### config.mk
export PLATFORM = sky130hd
export DESIGN_NAME = plad_top
export DESIGN_NICKNAME = d
export VERILOG_FILES = /design/src/include/plad_pkg.sv /design/src/hw/plad_top.sv /design/src/hw/plad_blink.sv /design/src/hw/plad_port.sv
export SDC_FILE = /design/constraint.sdc
export NUM_CORES = 1
export LEC_CHECK = 0
export ABC_AREA = 1
export ABC_CLOCK_PERIOD_IN_PS = 1250
export BUFFER_PORTS_ARGS = -buffer_cell sky130_fd_sc_hd__buf_4
export CORE_MARGIN = 2
export CORE_UTILIZATION = 45
export DETAILED_ROUTE_END_ITERATION = 10
export PLACE_DENSITY = 0.76
export SLEW_MARGIN = 20
export SYNTH_ARGS = -nofsm -noshare
export SYNTH_HDL_FRONTEND = slang
export SYNTH_SLANG_ARGS = --single-unit
### constraint.sdc
create_clock -name i_sys_clk -period 1.25 [get_ports i_sys_clk]
set_input_delay 0.3125 -clock i_sys_clk [delete_from_list [all_inputs] [get_ports i_sys_clk]]
set_output_delay 0.3125 -clock i_sys_clk [all_outputs]
set_load 0.03 [all_outputs]
### src/include/plad_pkg.sv
/*
  plad_pkg: shared constants and carrier types for the port link and activity
  indicator driver.
  Assumes a 25 MHz logic clock and at most eight ports on the card.
*/
package plad_pkg;

  // geometry
  localparam int NUM_PORTS = 8;
  localparam int CNT_W = 24;

  // clock rate
  localparam int CLK_KHZ = 25000;

  // blink half periods, in milliseconds (activity 2 Hz, identify 1 Hz)
  localparam int ACT_HALF_MS = 250;
  localparam int ID_HALF_MS = 500;
  localparam int ACT_HALF_CYC = ACT_HALF_MS * CLK_KHZ;
  localparam int ID_HALF_CYC = ID_HALF_MS * CLK_KHZ;

  // scan bits per port and their positions inside a port's slice
  localparam int SCAN_BITS_PER_PORT = 3;
  localparam int SCAN_POS_SPEED_A = 0;
  localparam int SCAN_POS_SPEED_B = 1;
  localparam int SCAN_POS_ACT = 2;
  localparam int SCAN_W = NUM_PORTS * SCAN_BITS_PER_PORT;

  // reset values: every indicator dark (active low)
  localparam logic LED_OFF_N = 1'b1;
  localparam logic [SCAN_W-1:0] SCAN_RST = {SCAN_W{1'b1}};
  localparam logic AMBER_CFG_RST = 1'b1;

  // status from the network controller for one port
  typedef struct packed {
    logic link_up;
    logic fault_free;
    logic ready;
    logic max_speed;
    logic activity;
    logic identify;
  } plad_port_in_t;

  // active-low indicator drive for one port
  typedef struct packed {
    logic green_n;
    logic amber_n;
    logic act_n;
  } plad_led_t;

  localparam plad_led_t LEDS_OFF = '{green_n: 1'b1, amber_n: 1'b1, act_n: 1'b1};

  // start-up state of the strap capture
  typedef enum logic [1:0] {
    ST_RESET = 2'b00,
    ST_RUN   = 2'b01
  } plad_cfg_st_t;

endpackage

### src/hw/plad_top.sv
/*
  plad_top: link and activity indicator driver for up to eight network ports.
  Drives on-card active-low bicolour link LEDs and activity LEDs and the
  matching active-low bits for the baseboard scan chain.
  Assumes all status inputs are synchronous to i_sys_clk (25 MHz), activity is
  a pulse or level from the controller, and the scan chain framing outside
  this block serialises o_scan_bits.
*/
// Contract
// RQ1 - each port's link LED is driven active low and a low level lights the selected green or amber colour.
// RQ2 - the link LED is lit steadily while the link is up, fault free and ready for packets.
// RQ3 - link colour is green at the highest speed, amber at a lower speed and dark with no link.
// RQ4 - with no amber LED fitted, green lights for an established link at any speed.
// RQ5 - on request the lit link LED blinks to identify the port.
// RQ6 - the green activity LED is active low and steadily on while the link is up and idle.
// RQ7 - with link up and traffic the activity LED blinks at a rate between one half and five hertz.
// RQ8 - each port places two link bits, one per colour, and one activity bit in the scan stream.
// RQ9 - the scan stream carries indications for at most eight ports.
// RQ10 - scan stream indicator bits are active low, zero meaning LED on.
// RQ11 - scan bits may replace or accompany the on-card LEDs, both showing the same state.
// RQ12 - activity is dark while the link is down and every indicator is dark during reset.
`timescale 1ns/1ps
module plad_top #(
  parameter int ACT_HALF_CYCLES = plad_pkg::ACT_HALF_CYC,
  parameter int ID_HALF_CYCLES  = plad_pkg::ID_HALF_CYC
) (
  input  wire logic                                             i_sys_clk,
  input  wire logic                                             i_rstn,
  input  wire plad_pkg::plad_port_in_t [plad_pkg::NUM_PORTS-1:0] i_ports,
  input  wire logic                                             i_amber_fitted,
  input  wire logic                                             i_local_en,
  input  wire logic                                             i_scan_en,
  output plad_pkg::plad_led_t [plad_pkg::NUM_PORTS-1:0]         o_leds,
  output logic [plad_pkg::SCAN_W-1:0]                           o_scan_bits
);

  localparam int NP = plad_pkg::NUM_PORTS;

  ////////////////////////////////////////////////////////////////////////////
  // strap capture: amber fitted is sampled once, after reset release

  plad_pkg::plad_cfg_st_t cfg_st_q;
  plad_pkg::plad_cfg_st_t cfg_st_d;
  logic                   amber_en_q;
  logic                   amber_en_d;

  always_comb begin
    cfg_st_d = cfg_st_q;
    amber_en_d = amber_en_q;
    case (cfg_st_q)
      plad_pkg::ST_RESET: begin
        amber_en_d = i_amber_fitted;
        cfg_st_d = plad_pkg::ST_RUN;
      end
      plad_pkg::ST_RUN: begin
        amber_en_d = amber_en_q;
      end
      default: begin
        cfg_st_d = plad_pkg::ST_RESET;
      end
    endcase
  end

  always_ff @(posedge i_sys_clk or negedge i_rstn) begin
    if (!i_rstn) begin
      cfg_st_q <= plad_pkg::ST_RESET;
      amber_en_q <= plad_pkg::AMBER_CFG_RST;
    end else begin
      cfg_st_q <= cfg_st_d;
      amber_en_q <= amber_en_d;
    end
  end

  ////////////////////////////////////////////////////////////////////////////
  // blink sources shared by all ports

  logic act_phase;
  logic act_tick;
  logic id_phase;
  logic id_tick;

  plad_blink #(
    .HALF_CYCLES (ACT_HALF_CYCLES)
  ) u_act_blink (
    .i_sys_clk (i_sys_clk),
    .i_rstn    (i_rstn),
    .o_phase   (act_phase),                                                  // [RQ7]
    .o_tick    (act_tick)
  );

  plad_blink #(
    .HALF_CYCLES (ID_HALF_CYCLES)
  ) u_id_blink (
    .i_sys_clk (i_sys_clk),
    .i_rstn    (i_rstn),
    .o_phase   (id_phase),                                                   // [RQ5]
    .o_tick    (id_tick)
  );

  ////////////////////////////////////////////////////////////////////////////
  // activity stretch: traffic seen in one half period keeps blinking for the next

  logic [NP-1:0] act_in;
  logic [NP-1:0] link_on;
  logic [NP-1:0] seen_q;
  logic [NP-1:0] seen_d;
  logic [NP-1:0] busy_q;
  logic [NP-1:0] busy_d;

  always_comb begin
    for (int p = 0; p < NP; p++) begin
      act_in[p] = i_ports[p].activity;
      link_on[p] = i_ports[p].link_up & i_ports[p].fault_free & i_ports[p].ready;
    end
    seen_d = seen_q | act_in;
    busy_d = busy_q;
    if (act_tick) begin
      // new traffic on the boundary cycle still counts
      busy_d = seen_q | act_in;                                              // [RQ7]
      seen_d = '0;
    end
    seen_d = seen_d & link_on;                                               // [RQ12]
    busy_d = busy_d & link_on;                                               // [RQ12]
  end

  always_ff @(posedge i_sys_clk or negedge i_rstn) begin
    if (!i_rstn) begin
      seen_q <= '0;
      busy_q <= '0;
    end else begin
      seen_q <= seen_d;
      busy_q <= busy_d;
    end
  end

  ////////////////////////////////////////////////////////////////////////////
  // per-port decode and scan stream packing

  plad_pkg::plad_led_t [NP-1:0] scan_led;

  for (genvar p = 0; p < NP; p++) begin : g_port                             // [RQ9]
    plad_port u_port (
      .i_sys_clk   (i_sys_clk),
      .i_rstn      (i_rstn),
      .i_port      (i_ports[p]),
      .i_amber_en  (amber_en_q),
      .i_busy      (busy_q[p]),
      .i_act_phase (act_phase),
      .i_id_phase  (id_phase),
      .i_local_en  (i_local_en),                                             // [RQ11]
      .i_scan_en   (i_scan_en),                                              // [RQ11]
      .o_local     (o_leds[p]),
      .o_scan      (scan_led[p])
    );

    localparam int B = p * plad_pkg::SCAN_BITS_PER_PORT;
    assign o_scan_bits[B + plad_pkg::SCAN_POS_SPEED_A] = scan_led[p].green_n; // [RQ8]
    assign o_scan_bits[B + plad_pkg::SCAN_POS_SPEED_B] = scan_led[p].amber_n; // [RQ8]
    assign o_scan_bits[B + plad_pkg::SCAN_POS_ACT] = scan_led[p].act_n;       // [RQ8]
  end

  ////////////////////////////////////////////////////////////////////////////
  // check support: arming flop and blink half-period measure

  logic                       chk_arm_q;
  logic                       chk_arm_d;
  logic [plad_pkg::CNT_W-1:0] half_cnt_q;
  logic [plad_pkg::CNT_W-1:0] half_cnt_d;
  logic                       half_arm_q;
  logic                       half_arm_d;

  always_comb begin
    // no check starts on the edge that still sees reset
    chk_arm_d = 1'b1;
    half_cnt_d = half_cnt_q + 1'b1;
    half_arm_d = half_arm_q;
    if (act_tick) begin
      // count before the first tick is not a whole half period
      half_cnt_d = '0;
      half_arm_d = 1'b1;
    end
  end

  always_ff @(posedge i_sys_clk or negedge i_rstn) begin
    if (!i_rstn) begin
      chk_arm_q <= 1'b0;
      half_cnt_q <= '0;
      half_arm_q <= 1'b0;
    end else begin
      chk_arm_q <= chk_arm_d;
      half_cnt_q <= half_cnt_d;
      half_arm_q <= half_arm_d;
    end
  end

  for (genvar p = 0; p < NP; p++) begin : g_chk

  end
endmodule

### src/hw/plad_blink.sv
/*
  plad_blink: free-running square wave with a one-cycle tick at each toggle.
  Assumes HALF_CYCLES fits in plad_pkg::CNT_W bits and is at least two.
*/
`timescale 1ns/1ps
module plad_blink #(
  parameter int HALF_CYCLES = plad_pkg::ACT_HALF_CYC
) (
  input  wire logic i_sys_clk,
  input  wire logic i_rstn,
  output logic      o_phase,
  output logic      o_tick
);

  localparam logic [plad_pkg::CNT_W-1:0] LAST = plad_pkg::CNT_W'(HALF_CYCLES - 1);

  logic [plad_pkg::CNT_W-1:0] cnt_q;
  logic [plad_pkg::CNT_W-1:0] cnt_d;
  logic                       phase_q;
  logic                       phase_d;
  logic                       tick_q;
  logic                       tick_d;

  always_comb begin
    cnt_d = cnt_q + 1'b1;
    phase_d = phase_q;
    tick_d = 1'b0;
    if (cnt_q == LAST) begin
      cnt_d = '0;
      phase_d = ~phase_q;
      tick_d = 1'b1;
    end
  end

  always_ff @(posedge i_sys_clk or negedge i_rstn) begin
    if (!i_rstn) begin
      cnt_q <= '0;
      phase_q <= 1'b0;
      tick_q <= 1'b0;
    end else begin
      cnt_q <= cnt_d;
      phase_q <= phase_d;
      tick_q <= tick_d;
    end
  end

  assign o_phase = phase_q;
  assign o_tick = tick_q;

endmodule

### src/hw/plad_port.sv
/*
  plad_port: indicator decode for one port, registered local and scan drive.
  Assumes status inputs synchronous to i_sys_clk and blink phases from
  plad_blink.
*/
`timescale 1ns/1ps
module plad_port (
  input  wire logic                    i_sys_clk,
  input  wire logic                    i_rstn,
  input  wire plad_pkg::plad_port_in_t i_port,
  input  wire logic                    i_amber_en,
  input  wire logic                    i_busy,
  input  wire logic                    i_act_phase,
  input  wire logic                    i_id_phase,
  input  wire logic                    i_local_en,
  input  wire logic                    i_scan_en,
  output plad_pkg::plad_led_t          o_local,
  output plad_pkg::plad_led_t          o_scan
);

  logic                link_on;
  logic                link_lit;
  logic                green_on;
  logic                amber_on;
  logic                act_on;
  plad_pkg::plad_led_t local_d;
  plad_pkg::plad_led_t local_q;
  plad_pkg::plad_led_t scan_d;
  plad_pkg::plad_led_t scan_q;

  always_comb begin
    link_on = i_port.link_up & i_port.fault_free & i_port.ready;            // [RQ2]
    link_lit = link_on & ~(i_port.identify & i_id_phase);                    // [RQ5]
    green_on = link_lit & (i_port.max_speed | ~i_amber_en);                  // [RQ3] [RQ4]
    amber_on = link_lit & ~i_port.max_speed & i_amber_en;                    // [RQ3]
    act_on = link_on & ~(i_busy & i_act_phase);                              // [RQ6] [RQ7] [RQ12]
    // low turns a colour on
    local_d.green_n = ~(green_on & i_local_en);                              // [RQ1]
    local_d.amber_n = ~(amber_on & i_local_en);                              // [RQ1]
    local_d.act_n = ~(act_on & i_local_en);                                  // [RQ6]
    scan_d.green_n = ~(green_on & i_scan_en);                                // [RQ8] [RQ10]
    scan_d.amber_n = ~(amber_on & i_scan_en);                                // [RQ8] [RQ10]
    scan_d.act_n = ~(act_on & i_scan_en);                                    // [RQ8] [RQ10]
  end

  always_ff @(posedge i_sys_clk or negedge i_rstn) begin
    if (!i_rstn) begin
      local_q <= plad_pkg::LEDS_OFF;                                         // [RQ12]
      scan_q <= plad_pkg::LEDS_OFF;                                          // [RQ12]
    end else begin
      local_q <= local_d;
      scan_q <= scan_d;
    end
  end

  assign o_local = local_q;
  assign o_scan = scan_q;

endmodule

## Yosys cells after proc, flatten, opt, wreduce, memory -nomap -nowiden

Index checks and enable logic that the tools add are counted.
Widths: inputs -> output; s select.

| storage, ports and cells | value |
|---|---|
| RAM bits | 0 |
| memories kept | 0 |
| word-level logic and storage cells | 275 |
| input bits | 53 |
| latch bits | 0 |
| flip-flop bits (word level) | 118 |
| ROM bits | 0 |

| cells by class | value |
|---|---|
| reduce and logical (&&, ||, !) cells | 1 |
| divide/modulo/power cells | 0 |
| add/subtract/negate cells | 2 |
| $mul | 0 |
| magnitude comparators | 0 |
| shifts and indexed selects | 0 |
| bitwise gates (word level) | 206 |
| multiplexer cells | 6 |
| equality and inequality tests | 3 |

Operators by type and width:

| operator | count |
|---|---|
| $and 1x1->1 | 120 |
| $not 1->1 | 75 |
| $add 24x1->24 const B | 2 |
| $mux 24 | 2 |
| $eq 24x23->1 const B | 1 |
| $eq 24x24->1 const B | 1 |
| $and 8x8->8 | 2 |
| $mux 8 | 2 |
| $or 1x1->1 | 8 |
| $or 8x8->8 | 1 |
| $pmux 2 s2 | 1 |
| $eq 2x1->1 const B | 1 |
| $logic_not 2->1 | 1 |
| $mux 1 | 1 |

## Logic depth before layout (Yosys ltp)

| logic depth | value |
|---|---|
| depth after elaboration | 7 |
| depth in mapped cells | 8 |

## Cells and area by module

Synthesis repeated with hierarchy kept, for this count alone.

| second synthesis, totals | value |
|---|---|
| cell total of the unflattened synthesis | 684 |
| area, all modules | 5738.0 um^2 |

By module, submodules not included:

| module | seq. area each (um^2) | instances | cells an instance | area an instance (um^2) |
|---|---|---|---|---|
| plad_port | 157.7 | 8 | 21 | 236.5 |
| plad_blink (u_act_blink) | 650.6 | 1 | 216 | 1554.0 |
| plad_blink (u_id_blink) | 650.6 | 1 | 214 | 1537.7 |
| plad_top | 451.7 | 1 | 86 | 754.5 |

## Worst setup path before layout

OpenSTA, ideal clock, no wires.

| path | value |
|---|---|
| path type | reg-to-reg |
| from | reg u_id_blink.cnt_q[0] in the netlist's numbering |
| to | reg u_id_blink.cnt_q[16] in the netlist's numbering |
| data required time | 1.128 ns |
| period minus slack after synthesis | 1.316 ns |
| cell stages (with the launch flop) | 8 |
| buffers on the path | 0 |
| setup time | 0.122 ns |
| data arrival time | 1.194 ns |
| path slack | -0.066 ns |
| cells stage by stage | dfrtp_1 > ha_1 > nand2_1 > nor2_2 > nand2_2 > nor2_4 > nand2_1 > xor2_1 |

| between the ends | value |
|---|---|
| cells in the longest elaborated chain, start to end | 2 |
| elaborated cells between the ends (all ways) | 3 |
| those cells by class | add/sub (1); eq/ne (1); mux (1) |

RTL lines:

| item | line | source |
|---|---|---|
| start, declared | plad_blink.sv:17 | `logic [plad_pkg::CNT_W-1:0] cnt_q;` |
| start signal, assigned | plad_blink.sv:41 | `cnt_q <= cnt_d;` |
| $add 24x1->24 or $eq 24x24->1 (tied branches) | plad_blink.sv:25, plad_blink.sv:28 |  |
| $mux 24 (*) | plad_blink.sv:28 | `if (cnt_q == LAST) begin` |
| via u_id_blink.cnt_d, one bit | plad_blink.sv:18 | `logic [plad_pkg::CNT_W-1:0] cnt_d;` |

Mark *: on every way through the listed nets, which the timed path passes. The rest lies on a longest branch.
A chain may end at the register's enable or synchronous reset.

## Worst setup path after layout

| path | value |
|---|---|
| from | reg u_act_blink.cnt_q[0] in the netlist's numbering |
| to | reg u_act_blink.cnt_q[16] in the netlist's numbering |

| between the ends | value |
|---|---|
| cells in the longest elaborated chain, start to end | 2 |
| elaborated cells between the ends (all ways) | 3 |
| those cells by class | add/sub (1); eq/ne (1); mux (1) |

RTL lines:

| item | line |
|---|---|
| start, declared | plad_blink.sv:17 |
| start signal, assigned | plad_blink.sv:41 |
| $add 24x1->24 or $eq 24x23->1 (tied branches) | plad_blink.sv:25, plad_blink.sv:28 |
| $mux 24 (*) | plad_blink.sv:28 |
| via u_act_blink.cnt_d, one bit | plad_blink.sv:18 |

Marked as above.

==> impl_metrics.ini <==
[timing]
hold_viol = 0
fin_skew_ps = 12.7
fin_ws_ps = -224
rsz0062_at_grt = yes
maxSlewViolCount = 0
finalCritPeriodShare = 1.18
max_freq_mhz = 678
final-setup-viol-count = 95
min_period_ps = 1470

[floorplan]
dieWidth_microns = 113
initial_core_util = 0.465
die_h_microns = 113
pin_count = 101
coreArea_sq_mm = 0.0115
dieArea_sq_mm = 0.0128
num_rows = 39

[route]
wirelength_microns = 15900
drt-pass1-iter-count = 9
drc = 20
vias = 5028
routed_via_density = 5.14
avgRoutedWirePerCell_microns = 16.3
ant_nets = 0
first_iter_violations = 372

[logic_synthesis]
synth-edff-count = 0
synth_compound_area_frac = 0.0313
syn_area_sq_mm = 0.00535
syn_area_per_cell_sq_um = 8.48
synthTopCellsByCount = nand2_1 (178), nor2_1 (121), dfrtp_1 (68), inv_1 (58), dfstp_2 (49)
postSynth.topFlopCell = dfrtp_1
synthTopCellsByArea = dfrtp_1 (32%), dfstp_2 (24%), nand2_1 (12%), nor2_1 (8.5%), inv_1 (4.1%)
synth-xor-area-share = 0.0344
synthArstFlopShare = 1.00
synth_fp_nets = 686
ys_seq_area_frac = 0.559
yosysTopAreaCell = dfrtp_1
synth_cell_types = 30
synth_top_family_by_area = simple AND/OR/NAND/NOR gates
ys_ff_latch = 117
synth_fa_ha_area_frac = 0.00468
synth_top_area_share = 0.318
synthCells = 631
yosys.area_share.simple = 0.321
muxShareOfSynthArea = 0
yosysMostFrequentCell = nand2_1
yosysWarnings = 0

[pwr]
p_total_uw = 9410
irDropWorstVdd_v = 0.000808
power.density_mw_per_mm2 = 1140
leakage_uw = 0.00381

[placement]
numPortBuffers = 100
dpl_cell_area_sq_mm = 0.00671
dpl.hpwl_microns = 9540
gp_congestion = 0.883
dp.cells = 919

[finish]
final_util = 0.715
fin_cells = 979
finalNetCount = 879
fin_area_sq_mm = 0.00823
syn_to_final_growth_pct = 53.8
fillers = 730
drive_above_1_share = 0.464
diodes = 0

[grt]
overflow = 0
grt_pass1_wl_microns = 24200
antenna_found_initial = 0
grt_use_total = 0.244
grt_pass1_vias = 5115
grt_max_degree = 44

[cts]
clk_pin_slew_worst_paths_ps = 50
clockRootBuffer = clkbuf_16
worst_skew_pair.late_latency_ps = 420
htreeDepth = 4
clk_path_buf_depth = 2
cts_buffers = 17
cts_sinks = 117
cts_tree = done

[critical_path]
cp_max_fo = 6
worstPathRequired_ps = 1550
worst_setup_path_end_kind = flip-flop
worstSetupPathType = reg -> reg
start_kind = flip-flop
crit_arrival_ps = 1780

[outcome]
status = finished with violations
violations = design-rule violations, negative setup slack

[worst_hold_path]
hold_path_class = in -> reg

[run]
cap_violations = 0
worst max-delay path, stage by stage, from the launching register on:
cell and delay (ps):
dfrtp_1 370, ha_2 200, nand2_2 60, nor2_4 180
nand2_2 120, nor2_4 180, nand3_2 100, nand2_2 90
nor2_1 50
metrics by stage:
stage | worst slack [ps] | TNS (ps) | hold slack [ps]
after floorplan | -22.1 | -181 | 16.9
after global placement | -111 | -2790 | 177
final | -224 | -12770 | 106
after global routing | -311 | -18150 | 96.3
after detailed placement | -198 | -5120 | 180
after CTS | -176 | -10950 | 94.8
report_power, final:
part | internal [uW] | switching, uW
sequential | 3870 | 22.5
clock | 3320 | 1670
combinational | 221 | 305
area by class of cell:
class	instances	area, sq um	area share
Sequential cell	117	3000	0.365
Multi-Input combinational cell	445	2530	0.307
Timing Repair Buffer	182	1640	0.200
Clock buffer	27	609	0.0740
Inverter	61	246	0.0299
Tap cell	143	179	0.0217
Clock inverter	4	21.3	0.00258
registers in the layout, indices dropped and copies added (netlist names), 8 cells and up:
name / cells
seen_q: 8
u_id_blink.cnt_q: 24
g_port.u_port.o_local: 24
g_port.u_port.o_scan: 24
u_act_blink.cnt_q: 24
busy_q: 8
per-layer routing:
metal,routed length [microns],share of wire,global-route usage
met5,0,0,0
met4,451,0.028,0.111
met3,1110,0.070,0.0621
met2,8510,0.53,0.440
met1,5840,0.37,0.271
layout by cell type (no fill, tap or decap), drive strengths merged:
master | synthesis | routed
xnor2 | 4 | 4
nand3 | 25 | 25
xor2 | 17 | 17
o21bai | 1 | 1
clkbuf | 8 | 27
nand4 | 6 | 6
a211oi | 8 | 8
conb | 1 | 1
nand2 | 188 | 189
clkinv | 1 | 5
a21oi | 17 | 17
dlygate4sd3 | 0 | 1
ha | 2 | 2
nor3 | 17 | 17
inv | 60 | 60
and3 | 8 | 8
nand3b | 3 | 3
dfrtp | 68 | 68
buf | 1 | 181
o21ai | 3 | 3
dfstp | 49 | 49
and2 | 4 | 4
nor2 | 140 | 140
final timing paths:
| path | startpoint | to | slack (ps) | cells after the start |
|---|---|---|---|---|
| worst min-delay path | i_ports[20] | g_port[3].u_port.o_local[1] | 110 | 3 |
| max in group asynchronous | i_rstn | g_port[5].u_port.o_scan[1] | 370 | 3 |
| worst max register to register | u_act_blink.cnt_q[0] | u_act_blink.cnt_q[16] | -220 | 8 |
| worst max-delay path | u_act_blink.cnt_q[0] | u_act_blink.cnt_q[16] | -220 | 8 |
| min in group asynchronous | i_rstn | seen_q[2] | 300 | 2 |
| worst min register to register | cfg_st_q[0] | amber_en_q | 440 | 1 |
cell families after synthesis:
logic type / Yosys count
flops: 117
simple gates: 391
compound gates: 29
other cells: 1
fa+ha+maj: 2
xor+xnor: 21
buf+inv: 70
what timing repair did:
item	4_1_cts	5_1_grt
hold endpoints to repair	14	0
buffers inserted	16	12
endpoints found under the setup margin	101	103
gates cloned	1	0
hold buffers	1	0
resized for setup	115	70
pin swaps	41	31
Power figures use the tool's default switching activity.
